### src/spra_pkg.sv
// Shared offsets, field masks, reset values and timing for the register front end.
// Assumes a 10 MHz clock; offsets are relative to the integrator's base address.
package spra_pkg;
  localparam int          CLK_PERIOD_NS   = 100;
  // Time for a control update to take effect before it shows in its ack register
  localparam int          ACK_TIME_NS     = 200;
  localparam int          ACK_CYCLES      = (ACK_TIME_NS + CLK_PERIOD_NS - 1) / CLK_PERIOD_NS;
  localparam logic [31:0] WINDOW_BYTES    = 32'h0000_4000;
  localparam int          OFF_W           = 14;
  // Register offsets
  localparam logic [13:0] OFF_IMPL_ID     = 14'h0000;
  localparam logic [13:0] OFF_FEAT_ID4    = 14'h0010;
  localparam logic [13:0] OFF_UNIT_STATUS = 14'h0040;
  localparam logic [13:0] OFF_ALT_BYPASS  = 14'h0048;
  localparam logic [13:0] OFF_XLATE_LO    = 14'h0100;
  localparam logic [13:0] OFF_XLATE_HI    = 14'h01FC;
  localparam logic [13:0] OFF_S_CTRL0     = 14'h0020;
  localparam logic [13:0] OFF_S_CTRL0_ACK = 14'h0024;
  localparam logic [13:0] OFF_S_INIT      = 14'h003C;
  localparam logic [13:0] OFF_S_IRQ_EN    = 14'h0050;
  localparam logic [13:0] OFF_S_IRQ_ACK   = 14'h0054;
  localparam logic [13:0] OFF_S_GERR      = 14'h0060;
  localparam logic [13:0] OFF_S_GERR_ACK  = 14'h0064;
  localparam logic [13:0] OFF_S_STRTAB_LO = 14'h0080;
  localparam logic [13:0] OFF_S_STRTAB_HI = 14'h0084;
  localparam logic [13:0] OFF_PERF_CTRL   = 14'h2000;
  localparam logic [13:0] OFF_PERF_CNT_LO = 14'h2008;
  localparam logic [13:0] OFF_PERF_CNT_HI = 14'h200C;
  localparam logic [13:0] OFF_PERF_IRQ_ST = 14'h2010;
  // Implemented field masks; everything else is reserved
  localparam logic [31:0] CTRL0_MASK      = 32'h0000_001F;
  localparam logic [31:0] IRQ_EN_MASK     = 32'h0000_0007;
  localparam logic [31:0] STRTAB_LO_MASK  = 32'hFFFF_FFC0;
  localparam logic [31:0] STRTAB_HI_MASK  = 32'h0000_FFFF;
  localparam int          INIT_BIT        = 0;
  localparam int          PERF_EN_BIT     = 0;
  localparam logic [31:0] RESET_VALUE     = 32'h0000_0000;
endpackage : spra_pkg

### src/spra_upd_if.sv
// Carries one control update from the register file to its acknowledge tracker.
// Both ends run on the same clock.
`timescale 1ns/1ps
interface spra_upd_if;
  logic        req;
  logic [31:0] data;
  logic [31:0] ack;
  logic        busy;
  modport ctl  (output req, output data, input ack, input busy);
  modport unit (input req, input data, output ack, output busy);
endinterface : spra_upd_if

### src/spra_ack_sync.sv
// Acknowledge tracker: an update takes effect a fixed time after its write,
// then its value appears in the ack register. Assumes a synchronous reset.
`timescale 1ns/1ps
module spra_ack_sync #(
  parameter int ACK_CYC = spra_pkg::ACK_CYCLES
) (
  input wire logic clk,
  input wire logic rst,
  spra_upd_if.unit u
);
  logic        pend_q;
  logic [7:0]  cnt_q;
  logic [31:0] data_q;
  logic [31:0] ack_q;

  if (ACK_CYC < 1 || ACK_CYC > 255) begin : g_bad
    $error("spra_ack_sync: ACK_CYC out of range");
  end

  // A new write restarts the wait so the ack always shows the latest value
  always_ff @(posedge clk) begin
    if (rst) begin
      pend_q <= 1'b0;
      cnt_q  <= 8'h00;
      data_q <= spra_pkg::RESET_VALUE;
    end else if (u.req) begin
      pend_q <= 1'b1;
      cnt_q  <= 8'(ACK_CYC - 1);
      data_q <= u.data;
    end else if (pend_q && cnt_q == 8'h00) begin
      pend_q <= 1'b0;
    end else if (pend_q) begin
      cnt_q <= cnt_q - 8'h01;
    end
  end

  always_ff @(posedge clk) begin
    if (rst) begin
      ack_q <= spra_pkg::RESET_VALUE;
    end else if (pend_q && cnt_q == 8'h00 && !u.req) begin
      ack_q <= data_q;
    end
  end

  assign u.ack  = ack_q;
  assign u.busy = pend_q;

  ack_bound_a: assert property (@(posedge clk) disable iff (rst)
    u.req ##1 (!u.req)[*2] |=> !pend_q)
    else $error("update ack not completed in time");
endmodule : spra_ack_sync

### src/spra_top.sv
// Programming-port register front end: decode, secure filtering, control
// registers with ack tracking, global error status and a perf counter group.
// Assumes one clock, synchronous reset, and a master that never overlaps strobes.
//
// The address map and the address-and-strobe port were left to the implementer.
`timescale 1ns/1ps
// Summary of operation
// - Registers are reachable only through this single 32-bit programming port.
// - 64-bit registers are two independent 32-bit halves, no atomicity.
// - Unmapped or reserved offsets read zero; writes there do nothing.
// - Non-secure access to secure registers reads zero and writes are ignored.
// - Reset clears every register bit unless stated otherwise.
// - Reserved bits read zero and ignore writes.
// - Unimplemented architectural register locations read zero and ignore writes.
// - Perf counter group registers exist, except its interrupt configuration and status.
// - Offsets decode relative to an integrator-chosen base address.
// - Control zero ack register shows the update once it has taken effect.
// - Interrupt enable ack register shows new enables once the update completes.
// - Init control invalidates all secure cached state when triggered.
// - Global errors show in status; software acknowledges via a separate register.
module spra_top #(
  parameter logic [31:0] BASE_ADDR = 32'h0000_0000,
  parameter int          ERR_W     = 8,
  // Identification value is arbitrary
  parameter logic [31:0] IMPL_ID   = 32'h0000_0A5A
) (
  input  wire logic               clk,
  input  wire logic               rst,
  input  wire logic [31:0]        addr,
  input  wire logic [31:0]        wdata,
  input  wire logic               wr,
  input  wire logic               rd,
  input  wire logic               sec,
  output logic      [31:0]        rdata,
  output logic      [31:0]        ctrl0_eff,
  output logic      [31:0]        irq_en_eff,
  output logic      [63:0]        strtab_base,
  output logic                    inv_req,
  input  wire logic               inv_done,
  input  wire logic [ERR_W-1:0]   gerr_event,
  output logic      [ERR_W-1:0]   gerr_active,
  input  wire logic               perf_event
);
  if (ERR_W < 1 || ERR_W > 32) begin : g_bad
    $error("spra_top: ERR_W must be 1 to 32");
  end

  localparam logic [31:0] GERR_MASK = 32'((64'h1 << ERR_W) - 64'h1);

  logic [31:0]        off_full;
  logic               in_win;
  logic [13:0]        off;
  logic               sec_reg;
  logic               allowed;
  logic               wr_ok;
  logic [31:0]        rd_val;
  logic [31:0]        rdata_q;
  logic [31:0]        ctrl0_q;
  logic [31:0]        irq_en_q;
  logic [31:0]        strtab_lo_q;
  logic [31:0]        strtab_hi_q;
  logic               init_busy_q;
  logic [ERR_W-1:0]   gerr_q;
  logic [ERR_W-1:0]   gerr_ack_q;
  logic [ERR_W-1:0]   gerr_ack_d;
  logic               perf_en_q;
  logic [63:0]        perf_cnt_q;

  spra_upd_if ctrl0_upd ();
  spra_upd_if irq_upd ();

  // Single decode point for the one programming port; no other path exists
  assign off_full = addr - BASE_ADDR;
  assign in_win   = (addr >= BASE_ADDR) && (off_full < spra_pkg::WINDOW_BYTES);
  assign off      = off_full[spra_pkg::OFF_W-1:0];
  assign sec_reg  = in_win && off >= spra_pkg::OFF_S_CTRL0 && off < spra_pkg::OFF_PERF_CTRL;
  assign allowed  = in_win && (!sec_reg || sec);
  assign wr_ok    = wr && allowed;

  // Read mux; anything not listed, including unimplemented locations, reads zero
  always_comb begin
    rd_val = 32'h0000_0000;
    if (allowed) begin
      unique case (off)
        spra_pkg::OFF_IMPL_ID:     rd_val = IMPL_ID;
        spra_pkg::OFF_S_CTRL0:     rd_val = ctrl0_q;
        spra_pkg::OFF_S_CTRL0_ACK: rd_val = ctrl0_upd.ack;
        spra_pkg::OFF_S_INIT:      rd_val = {31'h0, init_busy_q};
        spra_pkg::OFF_S_IRQ_EN:    rd_val = irq_en_q;
        spra_pkg::OFF_S_IRQ_ACK:   rd_val = irq_upd.ack;
        spra_pkg::OFF_S_GERR:      rd_val = 32'(gerr_q);
        spra_pkg::OFF_S_GERR_ACK:  rd_val = 32'(gerr_ack_q);
        spra_pkg::OFF_S_STRTAB_LO: rd_val = strtab_lo_q;
        spra_pkg::OFF_S_STRTAB_HI: rd_val = strtab_hi_q;
        spra_pkg::OFF_PERF_CTRL:   rd_val = {31'h0, perf_en_q};
        spra_pkg::OFF_PERF_CNT_LO: rd_val = perf_cnt_q[31:0];
        spra_pkg::OFF_PERF_CNT_HI: rd_val = perf_cnt_q[63:32];
        default:                   rd_val = 32'h0000_0000;
      endcase
    end
  end

  // Read data stands for exactly one cycle after the strobe
  always_ff @(posedge clk) begin
    if (rst) begin
      rdata_q <= spra_pkg::RESET_VALUE;
    end else begin
      rdata_q <= rd ? rd_val : 32'h0000_0000;
    end
  end
  assign rdata = rdata_q;

  // Control registers; reserved bits masked on write
  always_ff @(posedge clk) begin
    if (rst) begin
      ctrl0_q  <= spra_pkg::RESET_VALUE;
      irq_en_q <= spra_pkg::RESET_VALUE;
    end else if (wr_ok && off == spra_pkg::OFF_S_CTRL0) begin
      ctrl0_q <= wdata & spra_pkg::CTRL0_MASK;
    end else if (wr_ok && off == spra_pkg::OFF_S_IRQ_EN) begin
      irq_en_q <= wdata & spra_pkg::IRQ_EN_MASK;
    end
  end

  assign ctrl0_upd.req  = wr_ok && off == spra_pkg::OFF_S_CTRL0;
  assign ctrl0_upd.data = wdata & spra_pkg::CTRL0_MASK;
  assign irq_upd.req    = wr_ok && off == spra_pkg::OFF_S_IRQ_EN;
  assign irq_upd.data   = wdata & spra_pkg::IRQ_EN_MASK;

  spra_ack_sync #(.ACK_CYC(spra_pkg::ACK_CYCLES)) u_ctrl0_ack (
    .clk (clk),
    .rst (rst),
    .u   (ctrl0_upd)
  );
  spra_ack_sync #(.ACK_CYC(spra_pkg::ACK_CYCLES)) u_irq_ack (
    .clk (clk),
    .rst (rst),
    .u   (irq_upd)
  );

  // The logic behind sees only values that have taken effect
  assign ctrl0_eff  = ctrl0_upd.ack;
  assign irq_en_eff = irq_upd.ack;

  // Halves written independently; software must not assume a 64-bit snapshot
  always_ff @(posedge clk) begin
    if (rst) begin
      strtab_lo_q <= spra_pkg::RESET_VALUE;
    end else if (wr_ok && off == spra_pkg::OFF_S_STRTAB_LO) begin
      strtab_lo_q <= wdata & spra_pkg::STRTAB_LO_MASK;
    end
  end
  always_ff @(posedge clk) begin
    if (rst) begin
      strtab_hi_q <= spra_pkg::RESET_VALUE;
    end else if (wr_ok && off == spra_pkg::OFF_S_STRTAB_HI) begin
      strtab_hi_q <= wdata & spra_pkg::STRTAB_HI_MASK;
    end
  end
  assign strtab_base = {strtab_hi_q, strtab_lo_q};

  // Init trigger holds until the invalidation engine reports done; a write
  // of zero or a repeat trigger while busy has no effect
  always_ff @(posedge clk) begin
    if (rst) begin
      init_busy_q <= 1'b0;
    end else if (init_busy_q && inv_done) begin
      init_busy_q <= 1'b0;
    end else if (wr_ok && off == spra_pkg::OFF_S_INIT && wdata[spra_pkg::INIT_BIT]) begin
      init_busy_q <= 1'b1;
    end
  end
  assign inv_req = init_busy_q;

  // Error bit is active while status differs from ack. An event on an
  // inactive bit toggles status; the ack written this cycle is counted first
  // so an event in the clearing cycle is not lost
  always_comb begin
    gerr_ack_d = gerr_ack_q;
    if (wr_ok && off == spra_pkg::OFF_S_GERR_ACK) begin
      gerr_ack_d = wdata[ERR_W-1:0];
    end
  end
  always_ff @(posedge clk) begin
    if (rst) begin
      gerr_ack_q <= '0;
    end else begin
      gerr_ack_q <= gerr_ack_d;
    end
  end
  always_ff @(posedge clk) begin
    if (rst) begin
      gerr_q <= '0;
    end else begin
      gerr_q <= gerr_q ^ (gerr_event & ~(gerr_q ^ gerr_ack_d));
    end
  end
  assign gerr_active = gerr_q ^ gerr_ack_q;

  // Perf counter group: enable and a 64-bit event counter; the interrupt
  // configuration and status slots stay read-as-zero
  always_ff @(posedge clk) begin
    if (rst) begin
      perf_en_q <= 1'b0;
    end else if (wr_ok && off == spra_pkg::OFF_PERF_CTRL) begin
      perf_en_q <= wdata[spra_pkg::PERF_EN_BIT];
    end
  end
  always_ff @(posedge clk) begin
    if (rst) begin
      perf_cnt_q <= 64'h0000_0000_0000_0000;
    end else if (wr_ok && off == spra_pkg::OFF_PERF_CNT_LO) begin
      perf_cnt_q[31:0] <= wdata;
    end else if (wr_ok && off == spra_pkg::OFF_PERF_CNT_HI) begin
      perf_cnt_q[63:32] <= wdata;
    end else if (perf_en_q && perf_event) begin
      perf_cnt_q <= perf_cnt_q + 64'h1;
    end
  end

  // Checks
  unmapped_rd_a: assert property (@(posedge clk) disable iff (rst)
    rd && !in_win |=> rdata == 32'h0000_0000)
    else $error("unmapped read returned nonzero");
  ns_secure_a: assert property (@(posedge clk) disable iff (rst)
    wr && sec_reg && !sec && off == spra_pkg::OFF_S_CTRL0 |=> $stable(ctrl0_q))
    else $error("non-secure write changed secure register");
  reset_clear_a: assert property (@(posedge clk)
    rst |=> ctrl0_q == 32'h0 && irq_en_q == 32'h0 && !inv_req && gerr_q == '0)
    else $error("register not cleared by reset");
  rsvd_bits_a: assert property (@(posedge clk) disable iff (rst)
    (ctrl0_q & ~spra_pkg::CTRL0_MASK) == 32'h0 && (irq_en_q & ~spra_pkg::IRQ_EN_MASK) == 32'h0)
    else $error("reserved bit set");
  unimpl_rd_a: assert property (@(posedge clk) disable iff (rst)
    rd && (off == spra_pkg::OFF_FEAT_ID4 || off == spra_pkg::OFF_UNIT_STATUS ||
    off == spra_pkg::OFF_ALT_BYPASS || off == spra_pkg::OFF_PERF_IRQ_ST ||
    (off >= spra_pkg::OFF_XLATE_LO && off <= spra_pkg::OFF_XLATE_HI)) |=> rdata == 32'h0)
    else $error("unimplemented location read nonzero");
  perf_count_a: assert property (@(posedge clk) disable iff (rst)
    perf_en_q && perf_event && !wr |=> perf_cnt_q == $past(perf_cnt_q) + 64'h1)
    else $error("perf counter missed an event");
  base_rel_a: assert property (@(posedge clk) disable iff (rst)
    rd && addr == BASE_ADDR |=> rdata == IMPL_ID)
    else $error("id not at base offset");
  ctrl0_ack_a: assert property (@(posedge clk) disable iff (rst)
    ctrl0_upd.req ##1 (!ctrl0_upd.req)[*2] |=> ctrl0_upd.ack == ctrl0_q)
    else $error("control ack did not follow write");
  irq_ack_a: assert property (@(posedge clk) disable iff (rst)
    irq_upd.req ##1 (!irq_upd.req)[*2] |=> irq_upd.ack == irq_en_q)
    else $error("irq enable ack did not follow write");
  init_hold_a: assert property (@(posedge clk) disable iff (rst)
    inv_req && !inv_done |=> inv_req)
    else $error("invalidate request dropped before done");
  gerr_set_a: assert property (@(posedge clk) disable iff (rst)
    gerr_event[0] && !wr && !gerr_active[0] |=> gerr_active[0])
    else $error("error event not recorded");
  rd_once_a: assert property (@(posedge clk) disable iff (rst)
    !rd |=> rdata == 32'h0)
    else $error("read data stood past its cycle");
  half_indep_a: assert property (@(posedge clk) disable iff (rst)
    wr && off == spra_pkg::OFF_S_STRTAB_LO |=> $stable(strtab_hi_q))
    else $error("low half write disturbed high half");
  hi_indep_a: assert property (@(posedge clk) disable iff (rst)
    wr && off == spra_pkg::OFF_S_STRTAB_HI |=> $stable(strtab_lo_q))
    else $error("high half write disturbed low half");
  ns_rd_zero_a: assert property (@(posedge clk) disable iff (rst)
    rd && sec_reg && !sec |=> rdata == 32'h0000_0000)
    else $error("non-secure read of secure register returned data");
  irq_ns_a: assert property (@(posedge clk) disable iff (rst)
    wr && !sec && off == spra_pkg::OFF_S_IRQ_EN |=> $stable(irq_en_q))
    else $error("non-secure write changed interrupt enables");
  perf_wr_win_a: assert property (@(posedge clk) disable iff (rst)
    wr_ok && off == spra_pkg::OFF_PERF_CNT_LO |=> perf_cnt_q[31:0] == $past(wdata))
    else $error("counter write lost to a count");
  // Busy rises the cycle after the write, so a second write restarts the wait rather than racing it
  ctrl0_busy_a: assert property (@(posedge clk) disable iff (rst)
    ctrl0_upd.req |=> ctrl0_upd.busy)
    else $error("control update not tracked");
  irq_busy_a: assert property (@(posedge clk) disable iff (rst)
    irq_upd.req |=> irq_upd.busy)
    else $error("irq enable update not tracked");
  init_start_a: assert property (@(posedge clk) disable iff (rst)
    wr_ok && off == spra_pkg::OFF_S_INIT && wdata[spra_pkg::INIT_BIT] && !inv_req
    |=> inv_req)
    else $error("init trigger did not start invalidation");
  gerr_ack_wr_a: assert property (@(posedge clk) disable iff (rst)
    wr_ok && off == spra_pkg::OFF_S_GERR_ACK
    |=> 32'(gerr_ack_q) == ($past(wdata) & GERR_MASK))
    else $error("error ack write not stored");
  // An event must survive a clearing ack written in the same cycle
  gerr_set_wins_a: assert property (@(posedge clk) disable iff (rst)
    gerr_event[0] && wr_ok && off == spra_pkg::OFF_S_GERR_ACK && wdata[0] == gerr_q[0]
    |=> gerr_active[0])
    else $error("error event lost to a clear");

  ctrl_upd_c: cover property (@(posedge clk) disable iff (rst)
    ctrl0_upd.req ##[1:4] ctrl0_upd.ack != 32'h0);
  gerr_ack_c: cover property (@(posedge clk) disable iff (rst)
    gerr_active[0] ##[1:20] !gerr_active[0]);
  init_c: cover property (@(posedge clk) disable iff (rst)
    inv_req ##[1:20] !inv_req);
  ns_block_c: cover property (@(posedge clk) disable iff (rst)
    rd && sec_reg && !sec);
  gerr_win_c: cover property (@(posedge clk) disable iff (rst)
    gerr_event[0] && wr_ok && off == spra_pkg::OFF_S_GERR_ACK);
endmodule : spra_top

### config.mk
export PLATFORM = sky130hd
export DESIGN_NAME = spra_top
export DESIGN_NICKNAME = d
export VERILOG_FILES = /design/src/spra_pkg.sv /design/src/spra_upd_if.sv /design/src/spra_ack_sync.sv /design/src/spra_top.sv
export SDC_FILE = /design/constraint.sdc
export NUM_CORES = 1
export LEC_CHECK = 0
export BUFFER_PORTS_ARGS = -buffer_cell sky130_fd_sc_hd__buf_2
export CORE_MARGIN = 3
export CORE_UTILIZATION = 45
export CTS_CLUSTER_SIZE = 25
export DETAILED_ROUTE_END_ITERATION = 16
export GPL_TIMING_DRIVEN = 0
export MAX_ROUTING_LAYER = met4
export PLACE_DENSITY = 0.79
export SLEW_MARGIN = 20
export SYNTH_ARGS = -nofsm -noshare
export SYNTH_HDL_FRONTEND = slang
export SYNTH_SLANG_ARGS = --single-unit
### constraint.sdc
create_clock -name clk -period 3.2 [get_ports clk]
set_input_delay 0.48 -clock clk [delete_from_list [all_inputs] [get_ports clk]]
set_output_delay 0.48 -clock clk [all_outputs]
set_load 0.02 [all_outputs]
==> flow_metrics.tcl, run 1 <==
set metrics [dict create \
    cts_max_level 4 \
    rows 53 \
    total_leakage_power_nw 4.53 \
    synth-compound-area-share_pct 19.7 \
    wl_per_cell_microns 20.4 \
    final_nets 1555 \
    syn-cell-area_sq_mm 0.00976 \
    layout-drive-gt1-share_pct 21.8 \
    synthMuxAreaShare_pct 2.78 \
    postSynthAreaPerCell_sq_um 8.07 \
    place_ws_ns -0.504 \
    rrSetupSlack_ns 0.26 \
    synth_top_family_by_area "simple AND/OR/NAND/NOR gates" \
    grt_use_total_pct 30.4 \
    grt_max_degree 17 \
    hold_class "input port to flop" \
    finalCritPeriodShare_pct 95.5 \
    grt_pass1_wl_mm 54.8 \
    startpoint_type "input port" \
    maxSlewViolCount 0 \
    ys_warn_count 0 \
    synth_fa_ha_area_share_pct 0.385 \
    hpwl_mm 26.4 \
    dp_cells 1729 \
    setup_violations 0 \
    ant_nets 0 \
    mostFrequentLayoutCell "dfxtp_1" \
    power_density_mw_per_mm2 409 \
    skew_ns 0.0139 \
    synth_edf_count 0 \
    cap_violations 0 \
    clkSlewWorstSetupHoldPaths_ns 0.07 \
    cts_hold_buffers 0 \
    synth-async-reset-ratio_pct 0 \
    ir_drop_mv 0.297 \
    clk_path_buf_depth 2 \
    worstSetupPathType "input port to flop" \
    die_h_microns 153 \
    drc_errors 0 \
    synth_top_flop_cell "dfxtp_1" \
    cts_tree "yes" \
    grt-ovfl-total 0 \
    wirelength_mm 35.9 \
    crit_arrival_ns 3.41 \
    worst_slew_pin_slew_ns 0.937 \
    synthCells 1209 \
    crit_fanout 10 \
    die_x_microns 153 \
    fmax_mhz 327 \
    antenna_found_initial 3 \
    core_sq_mm 0.0212 \
    numClockSinks 193 \
    firstDrtPassIters 6 \
    relSlewSlack_pct 37.0 \
    finalHoldViolCount 0 \
    synth_xor_area_share_pct 4.40 \
    layout_common_cells "dfxtp_1 (193), buf_2 (183), nand2_1 (169), nor2_1 (124), a21oi_1 (108)" \
    place_congestion 0.999 \
    drt_iter0_drc 1186 \
    vias_per_cell 5.78 \
    finalNonFillerCells 1763 \
    area_delta_synth_final_pct 21.0 \
    synth_cell_type_count 67 \
    worst_skew_pair.late_latency_ns 0.45 \
    period_needed_ns 3.06 \
    worst_slack_ns 0.144 \
    route.vias.total 10200 \
    cts_root_buf "clkbuf_16" \
    status "finished, final reports clean" \
    start_util_pct 46.1 \
    grt_pass1_vias 9663 \
    synth_simple_gate_area_share_pct 23.3 \
    worst_ep_required_time_ns 3.55 \
    numCtsBuffers 17 \
    portBuffers 168 \
    synth_seq_cells 193 \
    ys_seq_area_share_pct 39.6 \
    cp-end-kind "flop" \
    grt_setup_unrepaired "false" \
    die_area_sq_mm 0.0235 \
    ios 248 \
]
sequential cells by signal, indices dropped and copies added, names as in the netlist, named ones only:
register / cells
perf_cnt_q: 64
rdata: 32
strtab_lo_q: 26
strtab_hi_q: 16
u_ctrl0_ack.cnt_q: 8
u_irq_ack.cnt_q: 8
u_ctrl0_ack.data_q: 5
u_ctrl0_ack.u.ack: 5
irq_en_q: 3
u_irq_ack.data_q: 3
u_irq_ack.u.ack: 3
inv_req: 1
perf_en_q: 1
u_ctrl0_ack.u.busy: 1
u_irq_ack.u.busy: 1
logic make-up after synthesis:
group,Yosys count
XOR/XNOR,49
multiplexers,27
AND/OR/NAND/NOR,478
buffers and inverters,169
AO/OA/AOI/OAI,289
other,1
adder cells (fa/ha/maj),3
flip-flops,193
synth_stat cells, types with 3 or more instances:
library cell  number  area, sq um
xnor2_1           30          263
nand2b_1           6         37.5
a222oi_1          27          270
a221oi_1           7         61.3
and4_1             4         35.0
buf_1              3         11.3
and2_1             7         43.8
nand3_1           42          210
nor4_1            16          100
a31oi_1           17          106
nor2_1           125          469
nand4b_1           3         26.3
o22ai_1            3         18.8
a22oi_1           13         97.6
a21o_1             9         67.6
and3_1            14         87.6
clkbuf_1          54          203
buf_2             15         75.1
dfxtp_1          193         3860
nor3_1            31          155
a2111oi_2          3         45.0
xor2_1            19          166
or4_1              4         30.0
buf_4             78          586
o21ai_0           36          180
a22o_1             8         70.1
nand2_1          169          634
or2_2              4         25.0
mux2i_1           26          260
nand4_1           17          106
nand3b_1           8         60.1
a211oi_1          42          315
inv_1             16         60.1
a21oi_1          108          541
or3_1             11         68.8
ha_1               3         37.5
per-stage QoR:
stage          cell area, sq um  power [W]  setup TNS, ns  hold WS (ns)  util (%)
2_1_floorplan             10000    0.00269              0         0.436         -
3_3_place_gp              11200    0.00280         -18.17         0.446      53.1
3_5_place_dp              11200    0.00281         -17.83         0.452      53.1
4_1_cts                   11800    0.00481              0         0.289      55.7
5_1_grt                   11800    0.00495              0         0.297      55.8
6_report                  11800    0.00482              0         0.290      55.8
layer usage:
layer	global-route usage, %	up-vias	routed length (microns)
met5	-	-	0
met4	12.2	0	1300
met3	6.48	95	3440
met2	47.9	585	16800
met1	37.9	4798	14400
li1	-	4710	-
what timing repair did:
item,CTS,global route
buffers inserted,0,0
endpoints found under the setup margin,3,37
resized for setup,1,8
worst max-delay path: stages:
cell and delay (ns):
buf_2 0.10, nor2_1 0.32, nand3_1 0.18, nor3_2 0.53
buf_2 0.36, clkbuf_1 0.57, clkbuf_2 0.43, a21oi_1 0.15
a31oi_1 0.29
worst paths after layout:
| path | cells after the start | start | to |
|---|---|---|---|
| setup / recovery | 9 | addr[11] | rdata[3]$_SDFF_PP0_ |
| hold / removal | 3 | gerr_event[0] | flop |
| setup reg to reg | 7 | perf_cnt_q[2]$_SDFFE_PP0P_ | perf_cnt_q[63]$_SDFFE_PP0P_ |
| hold reg to reg | 2 | irq_en_q[2]$_SDFFE_PP0P_ | irq_en_q[2]$_SDFFE_PP0P_ |
report_power, final:
part | internal [W] | total [W] | switching, W | leakage [nW]
sequential | 0.00241 | 0.00242 | 0.00000831 | 1.56
clock | 0.00106 | 0.00206 | 0.00101 | 0.261
combinational | 0.000125 | 0.000345 | 0.000220 | 2.72
total | 0.00359 | 0.00482 | 0.00123 | 4.53
cell type report:
class | count | area (sq um)
Sequential cell | 193 | 3860
Multi-Input combinational cell | 924 | 5240
Antenna cell | 4 | 10.0
Tap cell | 275 | 344
Buffer | 153 | 902
Timing Repair Buffer | 168 | 841
Clock buffer | 20 | 467
Clock inverter | 10 | 80.1
Fill cell | 1980 | 9350
Inverter | 16 | 60.1
No activity file was read; power rests on OpenSTA's default activity.
==> run 2: changes to the inputs <==
- clock period: 3.2 -> 3.9 ns (I/O delays scaled with it)
==> run 2 against run 1 <==
Net effect: combinational power fell by 18%; routed wire length rose by 0.15%; count of clock-buffer cells in the layout unchanged.
==> flow_metrics.tcl, run 2 (synthesis gave the netlist of run 1 again) <==
set metrics [dict create \
    grt_use_total_pct 30.4 \
    power_density_mw_per_mm2 335 \
    die_x_microns 153 \
    vias_per_cell 5.78 \
    grt_pass1_wl_mm 54.8 \
    die_area_sq_mm 0.0235 \
    worst_skew_pair.late_latency_ns 0.45 \
    numCtsBuffers 17 \
    cts_root_buf "clkbuf_16" \
    wirelength_met1_mm 14.2 \
    p_int_w 0.00294 \
    cts_hold_buffers 0 \
    place_congestion 0.999 \
    wl_per_cell_microns 20.4 \
    relSlewSlack_pct 37.2 \
    cp-end-kind "flop" \
    grt_setup_unrepaired "false" \
    met3WireLength_mm 3.63 \
    worst_slew_pin_slew_ns 0.935 \
    numClockSinks 193 \
    cap_violations 0 \
    layout_common_cells "dfxtp_1 (193), buf_2 (183), nand2_1 (169), nor2_1 (124), a21oi_1 (108)" \
    rows 53 \
    crit_arrival_ns 3.84 \
    setup_tns_ns 0 \
    ir_drop_mv 0.243 \
    top_register "perf_cnt_q" \
    drt_iter0_drc 1221 \
    area_delta_synth_final_pct 20.9 \
    cts_tree "yes" \
    drc_errors 0 \
    mostFrequentLayoutCell "dfxtp_1" \
    pwr-share-comb_pct 7.2 \
    ctsResizeCount 0 \
    start_util_pct 46.1 \
    met2_length_mm 16.8 \
    p_switching_w 0.00101 \
    skew_ns 0.0167 \
    core_sq_mm 0.0212 \
    finalHoldViolCount 0 \
    cts_setup_buffers 0 \
    period_needed_ns 3.48 \
    status "finished, final reports clean" \
    cts_max_level 4 \
    grt-ovfl-total 0 \
    worst_ep_required_time_ns 4.25 \
    rrSetupSlack_ns 0.99 \
    pwr-share-clk_pct 42.7 \
    hpwl_mm 26.4 \
    grt_max_degree 17 \
    clk_path_buf_depth 2 \
    power.total_w 0.00395 \
    grt_pass1_vias 9663 \
    seqPwrFrac_pct 50.1 \
    route.vias.total 10200 \
    top_layer "met4" \
    firstDrtPassIters 6 \
    swShare_pct 25.5 \
    die_h_microns 153 \
    startpoint_type "input port" \
    clkSlewWorstSetupHoldPaths_ns 0.07 \
    portBuffers 168 \
    place_area_sq_mm 0.0112 \
    antenna_found_initial 3 \
    largest_reg_flops 64 \
    holdWs_ns 0.398 \
    ant_nets 0 \
    layout-drive-gt1-share_pct 21.5 \
    maxSlewViolCount 0 \
    wirelength_mm 36.0 \
    setup_violations 0 \
    ios 248 \
    worstSetupPathType "input port to flop" \
    crit_fanout 10 \
    design_area_sq_mm 0.0118 \
    final_nets 1555 \
    finalCritPeriodShare_pct 89.4 \
    total_leakage_power_nw 4.52 \
    fmax_mhz 287 \
    hold_class "input port to flop" \
]
==> run 2: cell types whose count changed in the layout (fill, tap and decap cells not counted) <==
cell,change
clkbuf_1,+5
clkbuf_2,-5
==> run 2: routing by layer <==
metal	vias up	GRT usage (%)
li1	4708	-
met1	4763	37.9
met2	614	47.9
met3	102	6.48
met4	0	12.2
met5	-	-
==> run 2: path summary, 6_finish.rpt <==
kind	start	end	depth (start not counted)
worst max-delay path	addr[11]	perf_cnt_q[6]$_SDFFE_PP0P_	10
worst min-delay path	gerr_event[0]	flop	3
worst max register to register	perf_cnt_q[2]$_SDFFE_PP0P_	perf_cnt_q[63]$_SDFFE_PP0P_	7
worst min register to register	irq_en_q[1]$_SDFFE_PP0P_	irq_en_q[1]$_SDFFE_PP0P_	2
==> run 2: layout make-up <==
type | instances | area (sq um)
multi-input combinational | 924 | 5240
inverter | 16 | 60.1
clock buffer | 20 | 467
timing repair buffer | 168 | 841
tap | 275 | 344
sequential | 193 | 3860
fill | 1984 | 9360
antenna | 4 | 10.0
clock inverter | 10 | 80.1
buffer | 153 | 896
==> run 2: stage by stage <==
step                      util (%)  instances  worst slack, ns
after floorplan                  -       1286             1.39
after global placement        53.1       1729            0.157
after detailed placement      53.1       1729           0.0912
after CTS                     55.7       1759            0.551
after global routing          55.8       1762            0.274
final                         55.8       1763            0.415
==> run 2: power by group through the flow <==
stage | combinational, W | clock (W) | sequential [W]
finish | 0.000283 | 0.00169 | 0.00198
global route | 0.000302 | 0.00178 | 0.00198
CTS | 0.000276 | 0.00169 | 0.00198
detailed placement | 0.000275 | 0 | 0.00203
global placement | 0.000272 | 0 | 0.00203
floorplan | 0.000180 | 0 | 0.00203
==> run 2: critical path, stage by stage <==
cell	delay, ns
buf_2	0.10
nor2_1	0.31
nand3_1	0.18
nor3_2	0.53
buf_2	0.36
a21o_1	0.41
clkbuf_1	0.73
nor3_1	0.19
xnor2_1	0.20
a211oi_1	0.23
==> run 3: changes to the inputs <==
- RECOVER_POWER: unset -> 50
==> run 3 against run 2 <==
Net effect: routed wire length about the same; critical path depth stayed put; sequential share of layout area rose by 0.34 points; clock power barely moved; largest cell class unchanged.
==> flow_metrics.tcl, run 3 (synthesis gave the netlist of run 1 again) <==
set metrics [dict create \
    status "finished, final reports clean" \
    p_switching_w 0.00102 \
    worst_ep_required_time_ns 4.26 \
    cts_hold_buffers 0 \
    cts_tree "yes" \
    finalHoldViolCount 0 \
    cts_setup_buffers 0 \
    die_h_microns 153 \
    crit_arrival_ns 3.81 \
    total_leakage_power_nw 4.11 \
    power_density_mw_per_mm2 339 \
    worstSetupPathType "input port to flop" \
    clkSlewWorstSetupHoldPaths_ns 0.07 \
    p_int_w 0.00294 \
    cap_violations 0 \
    rr_startpoint "perf_cnt_q[2]$_SDFFE_PP0P_" \
    grt_use_total_pct 30.4 \
    relSlewSlack_pct 38.6 \
    seqPwrFrac_pct 50.0 \
    mostFrequentLayoutCell "dfxtp_1" \
    area_delta_synth_final_pct 19.7 \
    worst_slack_ns 0.445 \
    holdWs_ns 0.394 \
    cts_root_buf "clkbuf_16" \
    setup_tns_ns 0 \
    pwr-share-clk_pct 42.8 \
    period_needed_ns 3.45 \
    grt_pass1_vias 9663 \
    hold_class "input port to flop" \
    start_util_pct 46.1 \
    vias_per_cell 5.79 \
    ctsResizeCount 0 \
    maxSlewViolCount 0 \
    fmax_mhz 289 \
    final_nets 1555 \
    route.vias.total 10200 \
    clk_path_buf_depth 2 \
    die_x_microns 153 \
    numCtsBuffers 17 \
    place_congestion 0.999 \
    crit_fanout 10 \
    skew_ns 0.0149 \
    fillCellCount 2042 \
    die_area_sq_mm 0.0235 \
    worst_skew_pair.late_latency_ns 0.45 \
    place_ws_ns 0.0912 \
    core_sq_mm 0.0212 \
    drt_iter0_drc 1147 \
    drc_errors 0 \
    ant_nets 0 \
    grt-ovfl-total 0 \
    finalCritPeriodShare_pct 88.6 \
    startpoint_type "input port" \
    portBuffers 168 \
    rows 53 \
    top_register "perf_cnt_q" \
    wirelength_mm 36.0 \
    swShare_pct 25.7 \
    worst_slew_pin_slew_ns 0.914 \
    grt_pass1_wl_mm 54.8 \
    setup_violations 0 \
    antenna_found_initial 3 \
    ir_drop_mv 0.245 \
    pwr-share-comb_pct 7.1 \
    hpwl_mm 26.4 \
    grt_setup_unrepaired "false" \
    layout-drive-gt1-share_pct 15.1 \
    cts_max_level 4 \
    hp-start "gerr_event[0]" \
    grt_max_degree 17 \
    startpoint "addr[11]" \
    wl_per_cell_microns 20.4 \
    largest_reg_flops 64 \
    cp-end-kind "flop" \
    numClockSinks 193 \
    layout_common_cells "dfxtp_1 (193), nand2_1 (169), clkbuf_1 (149), nor2_1 (124), a21oi_1 (108)" \
    ios 248 \
    firstDrtPassIters 6 \
]
==> run 3: cell count changes in the layout (fill, tap and decap cells not counted) <==
cell,before,now
diode_2,4,3
and2_1,7,6
buf_2,183,88
and2_0,0,1
clkbuf_1,54,149
==> run 3: critical path, cell delays in order <==
cell      delay, ns
buf_2          0.10
nor2_1         0.31
nand3_1        0.17
nor3_2         0.53
buf_2          0.36
a21o_1         0.40
clkbuf_1       0.71
nor3_1         0.19
xnor2_1        0.20
a211oi_1       0.23
==> run 3: layout make-up <==
class	instances	area (sq um)	area share, %
clock buffer	20	467	4.00
multi-input combinational	924	5240	44.9
tap	275	344	2.95
buffer	153	892	7.64
antenna	3	7.51	0.0643
clock inverter	10	80.1	0.686
sequential	193	3860	33.1
inverter	16	60.1	0.514
timing repair buffer	168	726	6.21
==> run 3: stage by stage <==
stage | cells | area (sq um) | util [%] | power [W]
after floorplan | 1286 | 10000 | - | 0.00220
after detailed placement | 1729 | 11200 | 53.1 | 0.00230
final | 1762 | 11700 | 55.2 | 0.00396
after global routing | 1762 | 11700 | 55.2 | 0.00406
after CTS | 1759 | 11800 | 55.7 | 0.00395
after global placement | 1729 | 11200 | 53.1 | 0.00230
==> run 3: metal layers <==
metal / part of all wire (%) / vias up / track usage (%)
met3: 9.8 / 101 / 6.48
met2: 46 / 599 / 47.9
met4: 3.8 / 0 / 12.2
li1: - / 4723 / -
met5: 0 / - / -
met1: 40 / 4776 / 37.9
==> run 3: power by group through the flow <==
stage          clock, W  combinational, W  sequential [W]
3_3_place_gp          0          0.000272         0.00203
2_1_floorplan         0          0.000180         0.00203
3_5_place_dp          0          0.000275         0.00203
4_1_cts         0.00169          0.000276         0.00198
6_report        0.00170          0.000282         0.00198
5_1_grt         0.00178          0.000300         0.00198
==> run 3: path summary, 6_finish.rpt <==
| kind | end | slack, ns | depth (start not counted) |
|---|---|---|---|
| min | flop | 0.39 | 3 |
| max reg2reg | perf_cnt_q[63]$_SDFFE_PP0P_ | 1.00 | 7 |
| max | perf_cnt_q[6]$_SDFFE_PP0P_ | 0.45 | 10 |
| min reg2reg | irq_en_q[1]$_SDFFE_PP0P_ | 0.46 | 2 |
